## src/include/esr_defs.svh

```systemverilog
/*
 * constants of the error-status register bank: byte offsets, field
 * positions and reset values, shared by the top level, the bus slave and the bench.
 * assumes it is included by its bare name before any module using it.
 */
//
// Behaviour
// - status bit 2 set when program missing/invalid
// - io timeout sets bit 3 and its flag
// - slave timeout sets bit 4 and its flag
// - access to absent module raises slave timeout
// - illegal fetched opcode sets bit 5
// - bad arithmetic specification sets bit 6
// - duplicate label bit 7, other syntax bit 8
// - jump to missing label sets bit 10
// - overload sets bit 9 only when enabled
// - tool-initiated slave timeout sets its flag
// - serial parity error sets its flag
// - serial framing error sets its flag
// - error lamp lit while status nonzero
// - timeout records failing module number (io and slave timeout inputs only; an absent-module access records none)
`ifndef ESR_DEFS_SVH
`define ESR_DEFS_SVH

// ==========================================================
// register byte offsets
`define ESR_OFS_STATUS      12'h7D8
`define ESR_OFS_MODULE      12'h7DC
`define ESR_OFS_FLAGS       12'h800
`define ESR_ADDR_W          12

// ==========================================================
// status register fields
`define ESR_STATUS_W        16
`define ESR_BIT_NO_PROG     2
`define ESR_BIT_IO_TMO      3
`define ESR_BIT_SLV_TMO     4
`define ESR_BIT_OPCODE      5
`define ESR_BIT_ARITH       6
`define ESR_BIT_LABEL_DUP   7
`define ESR_BIT_SYNTAX      8
`define ESR_BIT_OVERLOAD    9
`define ESR_BIT_LABEL_MISS  10

// ==========================================================
// flags register fields
`define ESR_FLAG_IO_TMO     0
`define ESR_FLAG_SLV_TMO    1
`define ESR_FLAG_TOOL_TMO   2
`define ESR_FLAG_PARITY     3
`define ESR_FLAG_FRAME      4
`define ESR_FLAG_OUT_EN     8
`define ESR_STICKY_FLAGS_W  3

// ==========================================================
// reset values and bus answers
`define ESR_RST_STATUS      16'h0000
`define ESR_RST_FLAGS       3'h0
`define ESR_RESP_OKAY       2'h0
`define ESR_RESP_SLVERR     2'h2
`define ESR_MOD_RANGE_LO    16'h0BB8
`define ESR_MOD_RANGE_HI    16'h0C4D

`endif

```

## src/include/esr_pkg.sv

```systemverilog
/*
 * types of the error-status register bank.
 * assumes esr_defs.svh is compiled alongside.
 */
package esr_pkg;

    // ==========================================================
    // one-cycle fault events from the program interpreter
    typedef struct packed {
        logic no_prog;
        logic opcode_bad;
        logic arith_bad;
        logic label_dup;
        logic syntax_bad;
        logic label_miss;
    } esr_prog_events_type;

    // ==========================================================
    // one module access on the expansion bus
    typedef struct packed {
        logic        valid;
        logic        present;
        logic [15:0] reg_num;
    } esr_mod_access_type;

endpackage

```

## src/verilog/esr_top.sv

```systemverilog
/*
 * error-status register bank of a small programmable controller:
 * gathers program, expansion-bus, output-driver and serial faults
 * into sticky bits, mirrors some as flags, drives the error lamp.
 * assumes event inputs are synchronous one-cycle pulses on aclk,
 * except out_overload which is a level.
 */
`timescale 1ns/100ps
`include "esr_defs.svh"
module esr_top #(
    parameter int MOD_W = 8
) (
    input  wire logic                         aclk,
    input  wire logic                         aresetn,
    input  wire logic [`ESR_ADDR_W-1:0]       s_axi_awaddr,
    input  wire logic                         s_axi_awvalid,
    output logic                              s_axi_awready,
    input  wire logic [31:0]                  s_axi_wdata,
    input  wire logic [3:0]                   s_axi_wstrb,
    input  wire logic                         s_axi_wvalid,
    output logic                              s_axi_wready,
    output logic [1:0]                        s_axi_bresp,
    output logic                              s_axi_bvalid,
    input  wire logic                         s_axi_bready,
    input  wire logic [`ESR_ADDR_W-1:0]       s_axi_araddr,
    input  wire logic                         s_axi_arvalid,
    output logic                              s_axi_arready,
    output logic [31:0]                       s_axi_rdata,
    output logic [1:0]                        s_axi_rresp,
    output logic                              s_axi_rvalid,
    input  wire logic                         s_axi_rready,
    input  wire esr_pkg::esr_prog_events_type prog_ev,
    input  wire logic                         io_timeout,
    input  wire logic                         slave_timeout,
    input  wire logic [MOD_W-1:0]             timeout_module,
    input  wire esr_pkg::esr_mod_access_type  mod_access,
    input  wire logic                         out_overload,
    input  wire logic                         tool_timeout,
    input  wire logic                         ser_parity_err,
    input  wire logic                         ser_frame_err,
    output logic                              error_lamp,
    output logic                              io_timeout_flag,
    output logic                              slave_timeout_flag,
    output logic                              tool_timeout_flag,
    output logic                              parity_flag,
    output logic                              frame_flag,
    output logic                              out_fault_en
);
    localparam int SW = `ESR_STATUS_W;
    localparam int FW = `ESR_STICKY_FLAGS_W;

    logic                   wr_en;
    logic [`ESR_ADDR_W-1:0] wr_addr;
    logic [31:0]            wr_data;
    logic [3:0]             wr_strb;
    logic                   wr_err;
    logic [31:0]            rd_data;
    logic                   rd_err;
    logic [SW-1:0]          status_reg;
    logic [SW-1:0]          status_next;
    logic [SW-1:0]          status_set;
    logic [SW-1:0]          status_clr;
    logic [FW-1:0]          flags_reg;
    logic [FW-1:0]          flags_next;
    logic [FW-1:0]          flags_set;
    logic [FW-1:0]          flags_clr;
    logic                   out_en_reg;
    logic [MOD_W-1:0]       module_reg;
    logic                   absent_access;
    logic                   slave_tmo_any;
    logic                   status_wr_hit;
    logic [31:0]            status_wr;
    logic [31:0]            flags_wr;

    // ==========================================================
    // helpers
    // merge written lanes into the current word
    function automatic logic [31:0] lane_merge(
        input logic [31:0] old_val,
        input logic [31:0] new_val,
        input logic [3:0]  strb
    );
        logic [31:0] mask;
        mask = {{8{strb[3]}}, {8{strb[2]}}, {8{strb[1]}}, {8{strb[0]}}};
        return (old_val & ~mask) | (new_val & mask);
    endfunction

    function automatic logic hit(
        input logic [`ESR_ADDR_W-1:0] addr,
        input logic [`ESR_ADDR_W-1:0] ofs
    );
        return addr == ofs;
    endfunction

    // ==========================================================
    // bus slave
    esr_axil_slave #(
        .AW (`ESR_ADDR_W)
    ) u_bus (
        .aclk    (aclk),
        .aresetn (aresetn),
        .awaddr  (s_axi_awaddr),
        .awvalid (s_axi_awvalid),
        .awready (s_axi_awready),
        .wdata   (s_axi_wdata),
        .wstrb   (s_axi_wstrb),
        .wvalid  (s_axi_wvalid),
        .wready  (s_axi_wready),
        .bresp   (s_axi_bresp),
        .bvalid  (s_axi_bvalid),
        .bready  (s_axi_bready),
        .araddr  (s_axi_araddr),
        .arvalid (s_axi_arvalid),
        .arready (s_axi_arready),
        .rdata   (s_axi_rdata),
        .rresp   (s_axi_rresp),
        .rvalid  (s_axi_rvalid),
        .rready  (s_axi_rready),
        .wr_en   (wr_en),
        .wr_addr (wr_addr),
        .wr_data (wr_data),
        .wr_strb (wr_strb),
        .wr_err  (wr_err),
        .rd_data (rd_data),
        .rd_err  (rd_err)
    );

    assign wr_err = !(hit(wr_addr, `ESR_OFS_STATUS) ||
                      hit(wr_addr, `ESR_OFS_MODULE) ||
                      hit(wr_addr, `ESR_OFS_FLAGS));

    always_comb begin
        rd_data = 32'h0000_0000;
        rd_err  = 1'b0;
        if (hit(s_axi_araddr, `ESR_OFS_STATUS)) begin
            rd_data[SW-1:0] = status_reg;
        end else if (hit(s_axi_araddr, `ESR_OFS_MODULE)) begin
            rd_data[MOD_W-1:0] = module_reg;
        end else if (hit(s_axi_araddr, `ESR_OFS_FLAGS)) begin
            rd_data[`ESR_FLAG_IO_TMO]  = status_reg[`ESR_BIT_IO_TMO];
            rd_data[`ESR_FLAG_SLV_TMO] = status_reg[`ESR_BIT_SLV_TMO];
            rd_data[`ESR_FLAG_FRAME:`ESR_FLAG_TOOL_TMO] = flags_reg;
            rd_data[`ESR_FLAG_OUT_EN]  = out_en_reg;
        end else begin
            rd_err = 1'b1;
        end
    end

    // ==========================================================
    // error sources
    // absent module, including the plain-module window, is a timeout
    assign absent_access = mod_access.valid & ~mod_access.present;
    assign slave_tmo_any = slave_timeout | absent_access;

    always_comb begin
        status_set = '0;
        status_set[`ESR_BIT_NO_PROG]    = prog_ev.no_prog;
        status_set[`ESR_BIT_IO_TMO]     = io_timeout;
        status_set[`ESR_BIT_SLV_TMO]    = slave_tmo_any;
        status_set[`ESR_BIT_OPCODE]     = prog_ev.opcode_bad;
        status_set[`ESR_BIT_ARITH]      = prog_ev.arith_bad;
        status_set[`ESR_BIT_LABEL_DUP]  = prog_ev.label_dup;
        status_set[`ESR_BIT_SYNTAX]     = prog_ev.syntax_bad;
        status_set[`ESR_BIT_LABEL_MISS] = prog_ev.label_miss;
        // overload is only reported while software enables it
        status_set[`ESR_BIT_OVERLOAD]   = out_overload & out_en_reg;
    end

    // status write: every bit written as zero is cleared
    assign status_wr  = lane_merge({16'h0000, status_reg}, wr_data, wr_strb);
    // one decode of a status write, shared by the clear and the sticky-hold and lamp-clear checks
    assign status_wr_hit = wr_en & hit(wr_addr, `ESR_OFS_STATUS);
    assign status_clr    = status_wr_hit ? ~status_wr[SW-1:0] : '0;

    esr_sticky #(
        .WIDTH   (SW),
        .RST_VAL (`ESR_RST_STATUS)
    ) u_status (
        .aclk     (aclk),
        .aresetn  (aresetn),
        .set_mask (status_set),
        .clr_mask (status_clr),
        .q_reg    (status_reg),
        .q_next   (status_next)
    );

    // ==========================================================
    // companion flags: write one to clear the sticky ones
    assign flags_set = {ser_frame_err, ser_parity_err, tool_timeout};
    assign flags_wr  = lane_merge(32'h0000_0000, wr_data, wr_strb);
    assign flags_clr = (wr_en && hit(wr_addr, `ESR_OFS_FLAGS)) ?
                       flags_wr[`ESR_FLAG_FRAME:`ESR_FLAG_TOOL_TMO] : '0;

    esr_sticky #(
        .WIDTH   (FW),
        .RST_VAL (`ESR_RST_FLAGS)
    ) u_flags (
        .aclk     (aclk),
        .aresetn  (aresetn),
        .set_mask (flags_set),
        .clr_mask (flags_clr),
        .q_reg    (flags_reg),
        .q_next   (flags_next)
    );

    always_ff @(posedge aclk) begin
        if (!aresetn) begin
            out_en_reg <= 1'b0;
        end else if (wr_en && hit(wr_addr, `ESR_OFS_FLAGS) && wr_strb[1]) begin
            out_en_reg <= wr_data[`ESR_FLAG_OUT_EN];
        end
    end

    // io and slave timeouts both load the same timeout_module; an absent-module access records no number
    always_ff @(posedge aclk) begin
        if (!aresetn) begin
            module_reg <= '0;
        end else if (io_timeout || slave_timeout) begin
            module_reg <= timeout_module;
        end
    end

    // ==========================================================
    // outputs, each from its own flip-flop
    always_ff @(posedge aclk) begin
        if (!aresetn) begin
            error_lamp         <= 1'b0;
            io_timeout_flag    <= 1'b0;
            slave_timeout_flag <= 1'b0;
            tool_timeout_flag  <= 1'b0;
            parity_flag        <= 1'b0;
            frame_flag         <= 1'b0;
            out_fault_en       <= 1'b0;
        end else begin
            // lamp tracks the register in the same cycle
            error_lamp         <= |status_next;
            io_timeout_flag    <= status_next[`ESR_BIT_IO_TMO];
            slave_timeout_flag <= status_next[`ESR_BIT_SLV_TMO];
            tool_timeout_flag  <= flags_next[0];
            parity_flag        <= flags_next[1];
            frame_flag         <= flags_next[2];
            out_fault_en       <= out_en_reg;
        end
    end

    // ==========================================================
    // checks
    a_no_prog_set: assert property (
        @(posedge aclk) disable iff (!aresetn)
        prog_ev.no_prog |=> status_reg[`ESR_BIT_NO_PROG])
        else $error("missing program did not set its bit");

    a_io_flag_mirror: assert property (
        @(posedge aclk) disable iff (!aresetn)
        io_timeout |=> status_reg[`ESR_BIT_IO_TMO] ##1 io_timeout_flag)
        else $error("io timeout bit or flag not raised");

    a_slv_flag_mirror: assert property (
        @(posedge aclk) disable iff (!aresetn)
        slave_timeout |=> status_reg[`ESR_BIT_SLV_TMO] ##1 slave_timeout_flag)
        else $error("slave timeout bit or flag not raised");

    a_absent_access: assert property (
        @(posedge aclk) disable iff (!aresetn)
        mod_access.valid && !mod_access.present
        |=> status_reg[`ESR_BIT_SLV_TMO])
        else $error("absent module access not reported");

    a_prog_faults: assert property (
        @(posedge aclk) disable iff (!aresetn)
        (prog_ev.opcode_bad || prog_ev.arith_bad || prog_ev.label_miss)
        |=> |(status_reg & 16'h0460))
        else $error("program fault bit not raised");

    a_syntax_bits: assert property (
        @(posedge aclk) disable iff (!aresetn)
        prog_ev.label_dup && !prog_ev.syntax_bad
        |=> status_reg[`ESR_BIT_LABEL_DUP])
        else $error("duplicate label bit not raised");

    a_overload_gate: assert property (
        @(posedge aclk) disable iff (!aresetn)
        $rose(status_reg[`ESR_BIT_OVERLOAD])
        |-> $past(out_overload) && $past(out_en_reg))
        else $error("overload reported while disabled");

    a_serial_flags: assert property (
        @(posedge aclk) disable iff (!aresetn)
        ser_parity_err |=> ##1 parity_flag)
        else $error("parity flag not raised");

    a_lamp_follows: assert property (
        @(posedge aclk) disable iff (!aresetn)
        ##1 error_lamp == (status_reg != 16'h0000))
        else $error("error lamp disagrees with status");

    a_zero_clears: assert property (
        @(posedge aclk) disable iff (!aresetn)
        wr_en && hit(wr_addr, `ESR_OFS_STATUS) && wr_strb == 4'hF &&
        wr_data == 32'h0000_0000 && status_set == '0
        |=> status_reg == 16'h0000)
        else $error("writing zero did not clear status");

    a_module_num: assert property (
        @(posedge aclk) disable iff (!aresetn)
        io_timeout |=> module_reg == $past(timeout_module))
        else $error("failing module number not recorded");

    a_sticky_hold: assert property (
        @(posedge aclk) disable iff (!aresetn)
        $fell(status_reg[`ESR_BIT_IO_TMO])
        |-> $past(status_wr_hit))
        else $error("status bit dropped without a write");

    // single-event checks for syntax, overload, tool, frame and slave module number, plus lamp set and clear, tighter than the grouped ones
    a_syntax_bit: assert property (
        @(posedge aclk) disable iff (!aresetn)
        prog_ev.syntax_bad |=> status_reg[`ESR_BIT_SYNTAX])
        else $error("syntax bit not raised");

    a_overload_set: assert property (
        @(posedge aclk) disable iff (!aresetn)
        out_overload && out_en_reg |=> status_reg[`ESR_BIT_OVERLOAD])
        else $error("enabled overload not reported");

    a_tool_flag: assert property (
        @(posedge aclk) disable iff (!aresetn)
        tool_timeout |=> tool_timeout_flag)
        else $error("tool timeout flag not raised");

    a_frame_flag: assert property (
        @(posedge aclk) disable iff (!aresetn)
        ser_frame_err |=> frame_flag)
        else $error("frame flag not raised");

    a_lamp_set: assert property (
        @(posedge aclk) disable iff (!aresetn)
        status_set != 16'h0000 |=> error_lamp)
        else $error("error lamp not lit on a new error");

    a_lamp_clear: assert property (
        @(posedge aclk) disable iff (!aresetn)
        status_wr_hit && wr_strb == 4'hF && wr_data == 32'h0000_0000 &&
        status_set == 16'h0000 |=> !error_lamp)
        else $error("error lamp lit after clearing");

    a_slv_module_num: assert property (
        @(posedge aclk) disable iff (!aresetn)
        slave_timeout |=> module_reg == $past(timeout_module))
        else $error("slave module number not recorded");
endmodule

```

## src/verilog/esr_sticky.sv

```systemverilog
/*
 * sticky flag array: hardware sets, software clears, set wins.
 * assumes set and clear are synchronous one-cycle masks.
 */
`timescale 1ns/100ps
module esr_sticky #(
    parameter int             WIDTH    = 16,
    parameter logic [WIDTH-1:0] RST_VAL = '0
) (
    input  wire logic             aclk,
    input  wire logic             aresetn,
    input  wire logic [WIDTH-1:0] set_mask,
    input  wire logic [WIDTH-1:0] clr_mask,
    output logic      [WIDTH-1:0] q_reg,
    output logic      [WIDTH-1:0] q_next
);
    // a set arriving with a clear is kept, so no event is lost
    always_comb begin
        q_next = (q_reg & ~clr_mask) | set_mask;
    end

    always_ff @(posedge aclk) begin
        if (!aresetn) begin
            q_reg <= RST_VAL;
        end else begin
            q_reg <= q_next;
        end
    end
endmodule

```

## src/verilog/esr_axil_slave.sv

```systemverilog
/*
 * minimal AXI4-Lite slave: one write and one read at a time.
 * assumes the parent decodes addresses combinationally and
 * supplies read data and error answers in the same cycle.
 */
`timescale 1ns/100ps
`include "esr_defs.svh"
module esr_axil_slave #(
    parameter int AW = 12
) (
    input  wire logic          aclk,
    input  wire logic          aresetn,
    input  wire logic [AW-1:0] awaddr,
    input  wire logic          awvalid,
    output logic               awready,
    input  wire logic [31:0]   wdata,
    input  wire logic [3:0]    wstrb,
    input  wire logic          wvalid,
    output logic               wready,
    output logic [1:0]         bresp,
    output logic               bvalid,
    input  wire logic          bready,
    input  wire logic [AW-1:0] araddr,
    input  wire logic          arvalid,
    output logic               arready,
    output logic [31:0]        rdata,
    output logic [1:0]         rresp,
    output logic               rvalid,
    input  wire logic          rready,
    output logic               wr_en,
    output logic [AW-1:0]      wr_addr,
    output logic [31:0]        wr_data,
    output logic [3:0]         wr_strb,
    input  wire logic          wr_err,
    input  wire logic [31:0]   rd_data,
    input  wire logic          rd_err
);
    logic aw_got_reg;
    logic w_got_reg;

    // ==========================================================
    // write path: address and data taken in either order
    assign wr_en = aw_got_reg & w_got_reg & ~bvalid;

    always_ff @(posedge aclk) begin
        if (!aresetn) begin
            aw_got_reg <= 1'b0;
            awready    <= 1'b1;
            wr_addr    <= '0;
        end else if (awvalid && awready) begin
            aw_got_reg <= 1'b1;
            awready    <= 1'b0;
            wr_addr    <= awaddr;
        end else if (wr_en) begin
            aw_got_reg <= 1'b0;
        end else if (bvalid && bready) begin
            awready    <= 1'b1;
        end
    end

    always_ff @(posedge aclk) begin
        if (!aresetn) begin
            w_got_reg <= 1'b0;
            wready    <= 1'b1;
            wr_data   <= 32'h0000_0000;
            wr_strb   <= 4'h0;
        end else if (wvalid && wready) begin
            w_got_reg <= 1'b1;
            wready    <= 1'b0;
            wr_data   <= wdata;
            wr_strb   <= wstrb;
        end else if (wr_en) begin
            w_got_reg <= 1'b0;
        end else if (bvalid && bready) begin
            wready    <= 1'b1;
        end
    end

    always_ff @(posedge aclk) begin
        if (!aresetn) begin
            bvalid <= 1'b0;
            bresp  <= `ESR_RESP_OKAY;
        end else if (wr_en) begin
            bvalid <= 1'b1;
            bresp  <= wr_err ? `ESR_RESP_SLVERR : `ESR_RESP_OKAY;
        end else if (bready) begin
            bvalid <= 1'b0;
        end
    end

    // ==========================================================
    // read path: data captured at the address handshake
    always_ff @(posedge aclk) begin
        if (!aresetn) begin
            arready <= 1'b1;
            rvalid  <= 1'b0;
            rdata   <= 32'h0000_0000;
            rresp   <= `ESR_RESP_OKAY;
        end else if (arvalid && arready) begin
            arready <= 1'b0;
            rvalid  <= 1'b1;
            rdata   <= rd_data;
            rresp   <= rd_err ? `ESR_RESP_SLVERR : `ESR_RESP_OKAY;
        end else if (rvalid && rready) begin
            arready <= 1'b1;
            rvalid  <= 1'b0;
        end
    end
endmodule

```

## config.mk

```make
export PLATFORM = sky130hd
export DESIGN_NAME = esr_top
export DESIGN_NICKNAME = d
export VERILOG_FILES = /design/src/include/esr_pkg.sv /design/src/verilog/esr_top.sv /design/src/verilog/esr_sticky.sv /design/src/verilog/esr_axil_slave.sv
export VERILOG_INCLUDE_DIRS = /design/src /design/src/include
export SDC_FILE = /design/constraint.sdc
export NUM_CORES = 1
export LEC_CHECK = 0
export BUFFER_PORTS_ARGS = -buffer_cell sky130_fd_sc_hd__buf_2
export CAP_MARGIN = 5
export CORE_MARGIN = 4
export CORE_UTILIZATION = 53
export CTS_BUF_LIST = sky130_fd_sc_hd__clkbuf_8
export CTS_CLUSTER_DIAMETER = 200
export CTS_CLUSTER_SIZE = 16
export DETAILED_ROUTE_END_ITERATION = 12
export GPL_TIMING_DRIVEN = 0
export PLACE_DENSITY_LB_ADDON = 0.25
export SETUP_SLACK_MARGIN = 0.4
export SLEW_MARGIN = 20
export SYNTH_ARGS = -nofsm -noshare
export SYNTH_HDL_FRONTEND = slang
export SYNTH_SLANG_ARGS = --single-unit
```

## constraint.sdc

```tcl
create_clock -name aclk -period 4.8 [get_ports aclk]
set_input_delay 0.24 -clock aclk [delete_from_list [all_inputs] [get_ports aclk]]
set_output_delay 0.24 -clock aclk [all_outputs]
set_load 0.05 [all_outputs]
```

# Word level (Yosys, flattened, before mapping)
# Cells that the tools add are included.
[totals]
out_inout_bits = 48
regBits = 92
[op_classes]
eq_ne = 8
mux = 27
bitwise_logic = 19
reduce_logical = 19
[ops]
columns = ["operator", "n"]
rows = [
  ["bitwise AND 16 bit", 3],
  ["equality test 12 x 11 -> 1 bit, second input constant", 4],
  ["NOT 16 bit", 3],
  ["equality test 12 bit, second input constant", 2],
  ["two-way mux 1 bit", 18],
  ["two-way mux 16 bit", 1],
  ["bitwise OR 16 x 11 -> 16 bit", 1],
  ["bitwise OR 16 bit", 1],
  ["OR reduction 16 bit", 1],
  ["nonzero test 2 bit", 6],
  ["two-way mux 5 bit", 2],
  ["two-way mux 9 bit", 1],
  ["logical AND 1 bit", 7],
  ["two-way mux 7 bit", 1],
  ["two-way mux 3 bit", 2],
  ["bitwise AND 1 bit", 5],
  ["two-way mux 2 bit", 2],
  ["inequality test 2 x 1 -> 1 bit, second input constant", 2],
  ["AND reduction 2 bit", 2],
  ["bitwise AND 3 bit", 1],
  ["logical OR 1 bit", 3],
  ["NOT 3 bit", 1],
  ["bitwise OR 3 bit", 1],
  ["NOT 1 bit", 2],
  ["bitwise OR 1 bit", 1],
]

# Longest topological paths before layout
# Gate-level depths: netlist (run 1).
[logic_depth]
ltp_word = 9
mapped_depth = 6

# Hierarchy
# From an unflattened synthesis (run 1), not the netlist that was laid out.
[unflattened]
hier_cells = 629
hier_area_um2 = 5592.9
[modules_own_cells]
columns = ["mod", "n_inst", "cells_each", "area_each_um2", "seq_area_each_um2"]
rows = [
  ["esr_axil_slave", 1, 388, 3472.1, 1781.7],
  ["esr_top", 1, 163, 1306.3, 320.3],
  ["esr_sticky (u_status)", 1, 66, 671.9, 320.3],
  ["esr_sticky (u_flags)", 1, 12, 142.6, 60.1],
]

# Worst setup path after synthesis (run 1)
# OpenSTA, ideal clock, no wires.
[synth_timing]
path_kind = "flip-flop to flip-flop"
startpoint = "register u_bus.bvalid"
endpoint = "register error_lamp"
stages_incl_launch_ff = 7
arrival_time_ns = 2.015
required_time_ns = 4.680
slack_ns = 2.665
n_path_buf = 0
synth_period_minus_slack_ns = 2.135
path_cell_list = "dfxtp_1 -> nand3b_4 -> nor4_4 -> nand4_2 -> a2111oi_2 -> o2111ai_1 -> o31a_1"
[synth_via]
elab_chain_len = 8
[synth_rtl]
columns = ["element", "line_no", "text"]
rows = [
  ["from (decl)", "esr_axil_slave.sv:21", "output logic bvalid,"],
  ["from (signal assigned)", "esr_axil_slave.sv:81", "bvalid <= 1'b0;"],
  ["from (signal assigned)", "esr_axil_slave.sv:84", "bvalid <= 1'b1;"],
  ["from (signal assigned)", "esr_axil_slave.sv:87", "bvalid <= 1'b0;"],
  ["NOT 1 bit", "esr_axil_slave.sv:43", "assign wr_en = aw_got_reg & w_got_reg & ~bvalid;"],
  ["bitwise AND 1 bit", "esr_axil_slave.sv:43", ""],
  ["bitwise AND 1 bit", "esr_top.sv:172", "assign status_wr_hit = wr_en & hit(wr_addr, `ESR_OFS_STATUS);"],
  ["two-way mux 16 bit", "esr_top.sv:173", "assign status_clr = status_wr_hit ? ~status_wr[SW-1:0] : '0;"],
  ["NOT 16 bit", "esr_sticky.sv:19", "q_next = (q_reg & ~clr_mask) | set_mask;"],
  ["bitwise AND 16 bit", "esr_sticky.sv:19", ""],
  ["bitwise OR 16 x 11 -> 16 bit", "esr_sticky.sv:19", ""],
  ["OR reduction 16 bit", "esr_top.sv:236", "error_lamp <= |status_next;"],
  ["to (signal assigned)", "esr_top.sv:236", ""],
  ["to (decl)", "esr_top.sv:41", "output logic error_lamp,"],
]
# Every way passes these cells.
# A chain may end at the register's enable or synchronous reset.

# Final worst setup path (run 1)
[layout_timing]
startpoint = "register u_bus.wr_addr[8]"
endpoint = "register error_lamp"
[layout_via]
elab_chain_len = 7
[layout_rtl]
columns = ["element", "line_no", "text"]
rows = [
  ["from (decl)", "esr_axil_slave.sv:31", "output logic [AW-1:0] wr_addr,"],
  ["from (signal assigned)", "esr_axil_slave.sv:53", "wr_addr <= awaddr;"],
  ["equality test 12 x 11 -> 1 bit", "esr_top.sv:92", "return addr == ofs;"],
  ["bitwise AND 1 bit", "esr_top.sv:172", ""],
  ["two-way mux 16 bit", "esr_top.sv:173", ""],
  ["NOT 16 bit", "esr_sticky.sv:19", ""],
  ["bitwise AND 16 bit", "esr_sticky.sv:19", ""],
  ["bitwise OR 16 x 11 -> 16 bit", "esr_sticky.sv:19", ""],
  ["OR reduction 16 bit", "esr_top.sv:236", ""],
]
# Every way passes these cells.

==> impl_results.md, run 1 <==
- CTS tree: done
- Sum Neg Setup Slack: 0 ns
- FF-to-FF setup slack: between 2 and 3 ns
- Hold Path Class: in -> reg
- Fill cells: 569
- Post-layout minimum cycle time: 2.30 ns
- Hold bufs inserted after CTS: 0
- Sequential fraction of the synthesis area: between 40 and 50%
- Via count: approximately 3200
- Top post-synthesis cells by area: dfxtp_1 49%, nand2_1 9.4%, a21oi_1 9.2%
- Global-route usage over all layers: a little under a quarter
- Die area: between 0.007 and 0.008 mm^2
- RR Endpoint: error_lamp$_SDFF_PN0_
- Die Y: approximately 89 um
- CTS sink cnt: 85
- Hold_sp: tool_timeout
- Fin nets: approximately 650
- #FFs+latches synth: 85
- Pre-Repair DR Iteration Count: 4
- Post-CTS Setup Bufs: 0
- CP Cell Sequence: nand4b_4 -> nor4_4 -> a31oi_1 -> a2111oi_2 -> o2111ai_1 -> o31a_1
- Overall Power: approximately 0.0015 W
- Most common cell after layout, fill and taps aside: buf_2
- Overflow after GRT: 0
- Max incr delay on CP: ~0.53 ns
- ANT nets after route: 0
- Max_cap viols: 0
- Worst-path clk slew: around 0.09 ns
- Dpl cells: a little over 600
- Post-DR wirelength/cell: approximately 14 um
- Number of synthesized flops with an enable pin: 0
- FP Rows: 29
- DRC viols: 0
- CP required: 5.05 ns
- P_leak: roughly 1.9 nW
- Period utilisation layout: between 40% and 50%
- Synth Area per Inst: around 8.4 um^2
- Post-cts gate resize count: 0
- Layout Skew: 0.0104 ns
- PortBufs: 100
- Power Density: approximately 350 mW/mm^2
- N_diodes: 0
- # setup viols final: 0
- CTS Root Cell: clkbuf_8
- Yosys top cell area share: between 40% and 50%
- Reg-to-Reg Start: u_bus.wr_addr[8]$_SDFFE_PN0P_
- Most frequent cells in the layout: 100 x buf_2, 87 x nand2_1, 85 x dfxtp_1, 64 x a21oi_1, 26 x o21ai_0
- Initial antenna violation count: 0
- Max Fanout on Critical Path: 9
- Vias per Instance: 5.17
- Io pins: between 150 and 200
- Ys async rst share: 0%
- Core area: about 0.0063 mm^2
- Crit Path Category: reg -> reg
- Vias in the first global route: between 2000 and 3000
- Share of post-route cells with drive strength above 1: 27.6%
- Min Hold Slack: ~0.095 ns
- Final WL: 8610 um
- Worst Setup Start Kind: register
- CP arrival: between 2 and 3 ns
- Yosys Warn Count: 0
- RSZ-0062 raised after global routing: no
- Relative slew margins: 49.3%
- Worst vdd ir: about 0.0002 V
- Hold Path Sink: u_flags.q_reg[0]$_SDFF_PN0_
- Largest net degree at the start of global routing: 15
- Measured slew at the worst slew-check pin: between 0.7 and 0.8 ns
- Bufs and invs on worst path: 0
- Hold Path Cell Cnt: 2
- GP Congestion: 0.817
- Reg2Reg Depth: 6
- CP top delay family: compound AO/OA/AOI/OAI gates
- Initial DRC Count: approximately 150
- Inserted Clock Buffers: 9
- Syn Inst Count: between 400 and 500
- Number of distinct library cells after synthesis: 43
- Slew Viols, Final: 0
- Initial Util: between 50% and 60%
- Post-Layout Cell Count: around 620
- Area grow syn2layout: 25.3%
- Cell area after synthesis: 0.00347 mm^2
- Outcome: completed
- Final Hold Viols: 0
- Slowest CP cell: nor4_4
- Setup crit end kind: register
- First-pass GRT wire length: approximately 14000 um
- Htree depth: 3
- Clock buffer depth: 2
- Clock latency on the worst-skew pair: 0.35 ns
- Area leader, netlist: dfxtp_1
- Die width: 88.9 um
- Main synth FF type: dfxtp_1
- HPWL after detailed placement: roughly 6700 um
- F_max: around 440 MHz
==> routing by layer <==
metal / up-vias / global-route usage (%) / routed length [um]
met5: - / 0 / 0
li1: 1656 / - / -
met1: 1451 / 28.3 / 3650
met3: 12 / 4.61 / 683
met4: 0 / 11.0 / 161
met2: 107 / 38.0 / 4110
==> cells by family after synthesis <==
family,after synthesis,share of synthesized area [%]
AND/OR/NAND/NOR,164,24.0
AO/OA/AOI/OAI,119,19.7
flip-flops,85,49.1
buffers and inverters,45,7.07
other,1,0.108
==> through the flow <==
stage	utilization (%)	cell area (um^2)	worst slack, ns
after floorplan	-	3530	2.67
after global placement	65.0	4130	2.50
after detailed placement	65.1	4140	2.48
after CTS	68.4	4350	2.45
after global routing	68.4	4350	2.29
final	68.4	4350	2.50
==> how the worst max path moves through the flow <==
| stage | start | to | slack [ns] | cells after the start |
|---|---|---|---|---|
| final | u_bus.wr_addr[8]$_SDFFE_PN0P_ | error_lamp$_SDFF_PN0_ | 2.50 | 6 |
| after global routing | u_bus.wr_addr[8]$_SDFFE_PN0P_ | error_lamp$_SDFF_PN0_ | 2.29 | 6 |
| after CTS | u_bus.wr_addr[8]$_SDFFE_PN0P_ | error_lamp$_SDFF_PN0_ | 2.45 | 6 |
| after detailed placement | u_bus.wr_addr[8]$_SDFFE_PN0P_ | error_lamp$_SDFF_PN0_ | 2.48 | 6 |
| after global placement | s_axi_araddr[5] | u_bus.rdata[7]$_SDFFE_PN0P_ | 2.50 | 7 |
| after floorplan | u_bus.bvalid$_SDFFE_PN0P_ | error_lamp$_SDFF_PN0_ | 2.67 | 6 |
==> cell type report <==
type	instances	area, um^2	share of cell area [%]
plain buffers	38	219	5.04
clock inverters	5	58.8	1.35
well taps	77	96.3	2.22
inverters	7	26.3	0.605
flip-flops and latches	85	1700	39.2
clock buffers	11	151	3.48
repair buffers	100	500	11.5
multi-input cells	301	1590	36.6
==> power by group <==
| part | switching, W | total (W) | leakage (nW) | internal, W |
|---|---|---|---|---|
| combinational | 0.000152 | 0.000227 | 1.10 | 0.0000746 |
| clock | 0.000251 | 0.000520 | 0.102 | 0.000269 |
| sequential | 0.0000274 | 0.000768 | 0.699 | 0.000741 |
| total | 0.000430 | 0.00151 | 1.90 | 0.00108 |
==> cell usage after synthesis (all sizes together) (4+ instances only) <==
master,count
a21oi,64
a221oi,5
a22oi,4
a31oi,4
and2,10
buf,18
clkbuf,19
dfxtp,85
inv,7
nand2,87
nand3,10
nand4,4
nor2,24
nor3,10
nor4,5
o21ai,26
==> worst register-to-register path, cell delays in order (launching register included) <==
cell       delay (ns)
dfxtp_1          0.40
nand4b_4         0.13
nor4_4           0.53
a31oi_1          0.23
a2111oi_2        0.38
o2111ai_1        0.19
o31a_1           0.34
(Power assumes the default switching activity.)
==> inputs of run 2 (changes only) <==
ABC_AREA = 1   (was default)
CORE_UTILIZATION = 45   (was 53)
clock period = 2 ns   (was 4.8 ns; I/O delays follow)
==> run 2 against run 1 <==
Compared with the run above: register-to-register slack lost 2.1 ns; combinational power grew to 2.9 times the previous value; via count grew 17%; first-iteration DRC count grew 0.66%; synthesized cell count grew 28%; sequential share of layout area shrank 4.8 points; routed wire length grew 16%; setup slack lost 2.1 ns; global-route usage shrank 2.4 points; total power grew 140%; critical endpoint unchanged; largest power group unchanged.
==> impl_results.md, run 2 <==
- Outcome: completed
- Sw frac: 31.8% (+3.4 points)
- Switch Pwr: 0.00116 W (+170%)
- Vias in the first global route: 3513 (+18%)
- Sequential power share: 51.0% (+0.3 points)
- Clock share of power: 30.9% (-3.4 points)
- Overall Power: 0.00365 W (+140%)
- Setup crit end kind: register
- DRC viols: 0 (unchanged)
- Hold Path Class: in -> reg
- Clock latency on the worst-skew pair: 0.36 ns (about the same)
- Most common cell after layout, fill and taps aside: buf_2
- Pre-Repair DR Iteration Count: 4 (unchanged)
- Die area: 0.00989 mm^2 (+25%)
- Area occupied by multi-input gates: 0.00172 mm^2 (+7.9%)
- HPWL after detailed placement: 7550 um (+13%)
- Post-DR wirelength/cell: 12.5 um (-9.7%)
- CTS tree: done
- Hold Path Sink: u_bus.wr_data[10]$_SDFFE_PN0P_
- Largest net degree at the start of global routing: 17 (+2)
- Most frequent cell after synthesis: nor2_1
- Period utilisation layout: 79.8% (+32 points)
- Worst vdd ir: 0.000373 V (+87%)
- Power Density: 733 mW/mm^2 (+110%)
- Hold_sp: s_axi_wdata[10]
- Reg2Reg Depth: 12 (+6)
- Synth Area per Inst: 7.11 um^2 (-15%)
- Hold Path Cell Cnt: 3 (+1)
- Main synth FF type: dfxtp_1
- Worst-path clk slew: 0.10 ns (about the same)
- Measured slew at the worst slew-check pin: 0.570 ns (-0.185 ns)
- Slew Viols, Final: 0 (unchanged)
- Yosys top cell area share: 45.2% (-3.8 points)
- Initial DRC Count: 152 (+0.66%)
- Crit Path Category: reg -> reg
- CTS Root Cell: clkbuf_8
- # setup viols final: 0 (unchanged)
- Area leader, netlist: dfxtp_1
- Most frequent cells in the layout: 101 x buf_2, 94 x nor2_1, 83 x nand2_1, 80 x dfxtp_1, 52 x o21ai_0
- Post-Layout Cell Count: 799 (+28%)
- Clock buffer depth: 2 (unchanged)
- GP Congestion: 0.859 (+5.1%)
- Htree depth: 3 (unchanged)
- Initial antenna violation count: 0 (unchanged)
- Overflow after GRT: 0 (unchanged)
- #FFs+latches synth: 85 (unchanged)
- FP Rows: 33 (+14%)
- Fill cells: 780 (+37%)
- Cell area after synthesis: 0.00376 mm^2 (+8.5%)
- Core area: 0.00818 mm^2 (+29%)
- Number of distinct library cells after synthesis: 30 (-30%)
- Seq. cell area: 0.00171 mm^2 (+0.51%)
- Die width: 99.5 um (+12%)
- First-pass GRT wire length: 16100 um (+17%)
- PortBufs: 100 (unchanged)
- CP arrival: 1.82 ns (-0.72 ns)
- Io pins: 153 (unchanged)
- Final Hold Viols: 0 (unchanged)
- Syn Inst Count: 529 (+28%)
- Area grow syn2layout: 32.2%
- ANT nets after route: 0 (unchanged)
- Most common library cells after synthesis: 97 x nor2_1, 87 x nand2_1, 85 x dfxtp_1, 52 x o21ai_0, 50 x inv_1
- Initial Util: 46.0% (-8.6 points)
- Sequential fraction of the synthesis area: 45.2% (-3.8 points)
- Inserted Clock Buffers: 9 (unchanged)
- Reg-to-Reg Start: u_bus.wr_addr[9]$_SDFFE_PN0P_
- Share of post-route cells with drive strength above 1: 26.5% (-1.1 points)
- RSZ-0062 raised after global routing: yes
- Number of synthesized flops with an enable pin: 0 (unchanged)
- N_diodes: 0 (unchanged)
- Top post-synthesis cells by area: dfxtp_1 45%, nor2_1 9.7%, nand2_1 8.7%
- RR Endpoint: error_lamp$_SDFF_PN0_
- Max Fanout on Critical Path: 6 (-3)
- F_max: 627 MHz (+44%)
- Die Y: 99.5 um (+12%)
- P_leak: 2.43 nW (+28%)
- Fin nets: 794 (+23%)
- CTS sink cnt: 85 (unchanged)
- Yosys Warn Count: 0 (unchanged)
- Layout Skew: 0.0121 ns (+0.00175 ns)
- Relative slew margins: 62.0% (+13 points)
- Sum Neg Setup Slack: 0 ns (unchanged)
- Post-layout minimum cycle time: 1.60 ns (-0.700 ns)
- Max_cap viols: 0 (unchanged)
- Vias per Instance: 4.72 (-8.6%)
- Global-route usage over all layers: 20.5% (-2.4 points)
- Final WL: 9960 um (+16%)
- Dpl cells: 751 (+24%)
- CP required: 2.23 ns (-2.82 ns)
- Via count: 3775 (+17%)
- Comb power frac: 18.1% (+3.1 points)
- Ys async rst share: 0% (unchanged)
- P_int: 0.00249 W (+130%)
- Worst Setup Start Kind: register
- FF-to-FF setup slack: 0.40 ns (-2.10 ns)
[run 2: layout make-up]
| class | count | area share (%) |
|---|---|---|
| tap | 105 | 2.64 |
| sequential | 85 | 34.4 |
| inverter | 58 | 4.37 |
| buffer | 39 | 4.68 |
| timing repair buffer | 132 | 15.8 |
| clock inverter | 7 | 1.18 |
| clock buffer | 9 | 2.49 |
| multi-input combinational | 364 | 34.5 |
[run 2: worst max path at each step]
stage / startpoint / slack [ns] / end
3_5_place_dp: u_bus.wr_addr[0]$_SDFFE_PN0P_ / 0.37 / error_lamp$_SDFF_PN0_
5_1_grt: u_bus.wr_addr[9]$_SDFFE_PN0P_ / 0.30 / error_lamp$_SDFF_PN0_
6_report: u_bus.wr_addr[9]$_SDFFE_PN0P_ / 0.40 / error_lamp$_SDFF_PN0_
4_1_cts: u_bus.bvalid$_SDFFE_PN0P_ / 0.40 / error_lamp$_SDFF_PN0_
2_1_floorplan: u_bus.bvalid$_SDFFE_PN0P_ / 0.40 / error_lamp$_SDFF_PN0_
3_3_place_gp: u_bus.wr_addr[0]$_SDFFE_PN0P_ / 0.36 / error_lamp$_SDFF_PN0_
[run 2: critical path, stage by stage, from the launching register on]
cell and delay (ns):
dfxtp_2 0.36, nand2_1 0.07, inv_2 0.05, nand2_2 0.09, nor2_8 0.18, buf_6 0.15
nand3_4 0.07, nand2_2 0.08, nand2_1 0.06, nor2_2 0.09, nand2_1 0.05, nor2_1 0.13
a21oi_1 0.09
[run 2: kinds of logic after synthesis]
group                  synth area share (%)
other                                0.0996
AO/OA/AOI/OAI                          14.1
buffers and inverters                  12.0
flip-flops                             45.2
AND/OR/NAND/NOR                        28.6
[run 2: metrics by stage]
step	hold slack, ns	setup slack (ns)	cell area [um^2]	util [%]
4_1_cts	0.00227	0.404	4910	60.0
3_5_place_dp	0.357	0.365	4460	54.5
3_3_place_gp	0.351	0.358	4460	54.5
2_1_floorplan	0.234	0.403	3830	-
6_report	0.00237	0.404	4980	60.9
5_1_grt	0.0151	0.299	4980	60.9
[run 2: power by group through the flow]
stage	clock (W)	combinational (W)	sequential (W)
detailed placement	0	0.000606	0.00190
global route	0.00123	0.000735	0.00188
CTS	0.00115	0.000646	0.00186
finish	0.00113	0.000659	0.00186
global placement	0	0.000595	0.00190
floorplan	0	0.000353	0.00197
[run 2: per-layer routing]
| layer | global-route usage (%) | vias up | share of wire, % |
|---|---|---|---|
| li1 | - | 1993 | - |
| met1 | 25.9 | 1656 | 44 |
| met2 | 35.0 | 112 | 48 |
| met3 | 3.30 | 14 | 6.8 |
| met4 | 7.56 | 0 | 1.5 |
| met5 | 0 | - | 0 |
[run 2: timing repair]
item                                    4_1_cts  5_1_grt
resized for setup                             5       13
gates cloned                                  2        0
pin swaps                                     7       11
endpoints found under the setup margin        1        4
setup buffers                                 7        4
hold buffers                                 19        0
endpoints found under the hold margin        19        0
==> inputs of run 3 (changes only) <==
CORE_UTILIZATION = 50   (was 45)
clock period = 1.6 ns   (was 2 ns; I/O delays follow)
==> run 3 against run 2 <==
Compared with the run above: critical path type unchanged; critical path depth down 2; setup slack worse by 0.39 ns; sequential share of layout area down 2.6 points; flip-flop and latch count unchanged; clock skew up 0.0018 ns; clock-buffer cell count up 1; core utilization up 13 points; the run now ends with negative hold slack left.
==> impl_results.md, run 3 (synthesis results as in run 2) <==
- Initial Util: 51.6% (+5.6 points)
- Final WL: 11000 um (+10%)
- Htree depth: 3 (unchanged)
- Reg2Reg Depth: 10 (-2)
- F_max: 629 MHz (+0.37%)
- Share of post-route cells with drive strength above 1: 33.3% (+6.8 points)
- Layout Skew: 0.0139 ns (+0.00176 ns)
- Area occupied by multi-input gates: 0.00186 mm^2 (+8.2%)
- ANT nets after route: 0 (unchanged)
- Min Hold Slack: -0.00750 ns (-0.00987 ns)
- Die Y: 94.8 um (-4.7%)
- Most frequent cells in the layout: 98 x buf_2, 90 x nor2_1, 72 x dfxtp_1, 69 x nand2_1, 49 x o21ai_0
- Met2 Resource Use GR: 40.5% (+5.4 points)
- GP Congestion: 0.932 (+8.5%)
- FP Rows: 31 (-6.1%)
- Max_cap viols: 0 (unchanged)
- DRC viols: 0 (unchanged)
- Clock latency on the worst-skew pair: 0.37 ns (about the same)
- Hold Path Class: in -> reg
- RSZ-0062 raised after global routing: yes
- Power Density: 887 mW/mm^2 (+21%)
- CP Cell Sequence: nand4_1 -> nor2_4 -> buf_8 -> nand3_4 -> nand2_4 -> nand2_1 -> nor2_1 -> nand2_1 -> nor2_2 -> a21oi_1
- Largest net degree at the start of global routing: 16 (-1)
- Sum Neg Setup Slack: 0 ns (unchanged)
- CP most frequent cell: nand2_1
- Crit Path Category: reg -> reg
- HPWL after detailed placement: 7410 um (-1.9%)
- Hold Path Cell Cnt: 3 (unchanged)
- Slowest CP cell: dfxtp_2
- Slew Viols, Final: 0 (unchanged)
- Io pins: 153 (unchanged)
- Fill cells: 578 (-26%)
- M3 GR Usage: 3.35% (+0.051 points)
- Core area: 0.00729 mm^2 (-11%)
- CTS sink cnt: 85 (unchanged)
- CTS Root Cell: clkbuf_8
- Die width: 94.8 um (-4.7%)
- Global-route usage over all layers: 23.0% (+2.5 points)
- Via count: 4048 (+7.2%)
- Overflow after GRT: 0 (unchanged)
- Final Hold Viols: 1 (+1)
- Outcome: finished with violations
- Initial DRC Count: 294 (+93%)
- Area grow syn2layout: 43.9%
- Placed inst area: 0.00447 mm^2 (+0.14%)
- Most common cell after layout, fill and taps aside: buf_2
- Worst-path clk slew: 0.09 ns (about the same)
- Busiest grt layer: met2
- Measured slew at the worst slew-check pin: 0.576 ns (+0.00590 ns)
- GRT met1 Usage: 27.7% (+1.8 points)
- Post-layout minimum cycle time: 1.59 ns (-0.00585 ns)
- Worst vdd ir: 0.000700 V (+88%)
- Post-DR wirelength/cell: 13.5 um (+8.3%)
- Relative slew margins: 61.6% (-0.39 points)
- CP arrival: 1.83 ns (about the same)
- Inserted Clock Buffers: 9 (unchanged)
- Setup crit end kind: register
- Vias in the first global route: 3578 (+1.9%)
- Pre-Repair DR Iteration Count: 5 (+1)
- CTS tree: done
- First-pass GRT wire length: 16000 um (-0.99%)
- P_leak: 2.60 nW (+7.1%)
- Vias per Instance: 4.98 (+5.4%)
- Die area: 0.00898 mm^2 (-9.2%)
- # setup viols final: 0 (unchanged)
- Initial antenna violation count: 0 (unchanged)
- Max Fanout on Critical Path: 8 (+2)
- Fin nets: 814 (+2.5%)
- Violated checks: negative hold slack
- CP required: 1.84 ns (-0.39 ns)
- PortBufs: 100 (unchanged)
- Worst Setup Start Kind: register
- Max incr delay on CP: 0.37 ns (about the same)
- Seq. cell area: 0.00172 mm^2 (+0.73%)
- N_diodes: 0 (unchanged)
- Period utilisation layout: 99.4% (+20 points)
- Design area: 0.00542 mm^2 (+8.8%)
- Clock buffer depth: 2 (unchanged)
[run 3: cell types whose count changed in the layout (fill, tap and decap cells not counted), moves of 7 or more]
cell           change
dlygate4sd3_1     +14
clkbuf_1           -9
dfxtp_1            -8
buf_6              +8
nand2_2           +11
dfxtp_2            +7
nand3_1            -9
nand2_1           -14
[run 3: worst max-delay path: cells and delay by family (launching register included)]
family | cells | cell delay [ns]
DFF | 1 | 0.37
and+or+nand+nor | 8 | 0.83
buffers and inverters | 1 | 0.17
AOI/OAI and AO/OA | 1 | 0.07
[run 3: per-stage QoR]
| step | worst slack (ns) | instances | util (%) | total power [W] |
|---|---|---|---|---|
| finish | 0.0101 | 813 | 74.3 | 0.00481 |
| global route | -0.0877 | 813 | 74.3 | 0.00499 |
| CTS | 0.0587 | 810 | 71.2 | 0.00474 |
| detailed placement | -0.0401 | 745 | 61.2 | 0.00313 |
| global placement | -0.0268 | 745 | 61.2 | 0.00311 |
| floorplan | 0.163 | 546 | - | 0.00291 |
[run 3: metal layers]
layer | share of wire, % | routed length [um] | vias to the layer above
met5 | 0 | 0 | -
met4 | 3.0 | 325 | 0
met3 | 6.9 | 761 | 30
met2 | 49 | 5410 | 169
met1 | 41 | 4480 | 1815
li1 | - | - | 2034
[run 3: worst paths after layout]
path / from / end / slack (ns)
setup / recovery: u_bus.aw_got_reg$_SDFFE_PN0P_ / error_lamp$_SDFF_PN0_ / 0.01
hold reg to reg: module_reg[5]$_SDFFE_PN0P_ / module_reg[5]$_SDFFE_PN0P_ / 0.47
setup reg to reg: u_bus.aw_got_reg$_SDFFE_PN0P_ / error_lamp$_SDFF_PN0_ / 0.01
hold / removal: timeout_module[5] / module_reg[5]$_SDFFE_PN0P_ / -0.007
[run 3: layout make-up]
class	instances	share of cell area (%)
sequential	85	31.8
inverter	58	4.02
clock inverter	6	1.29
buffer	39	4.90
clock buffer	10	2.54
multi-input combinational	364	34.3
timing repair buffer	152	18.9
tap	99	2.29
[run 3: what timing repair did]
action,4_1_cts,5_1_grt
pin swaps,12,24
hold buffers,33,0
hold endpoints to repair,33,0
resized for setup,25,72
buffers inserted,16,3
endpoints found under the setup margin,26,53
[run 3: where the power goes]
part / leakage (nW) / internal (W) / switching [W]
Combinational: 1.79 / 0.000332 / 0.000566
Sequential: 0.704 / 0.00225 / 0.0000940
Clock: 0.107 / 0.000774 / 0.000795
Total: 2.60 / 0.00335 / 0.00146
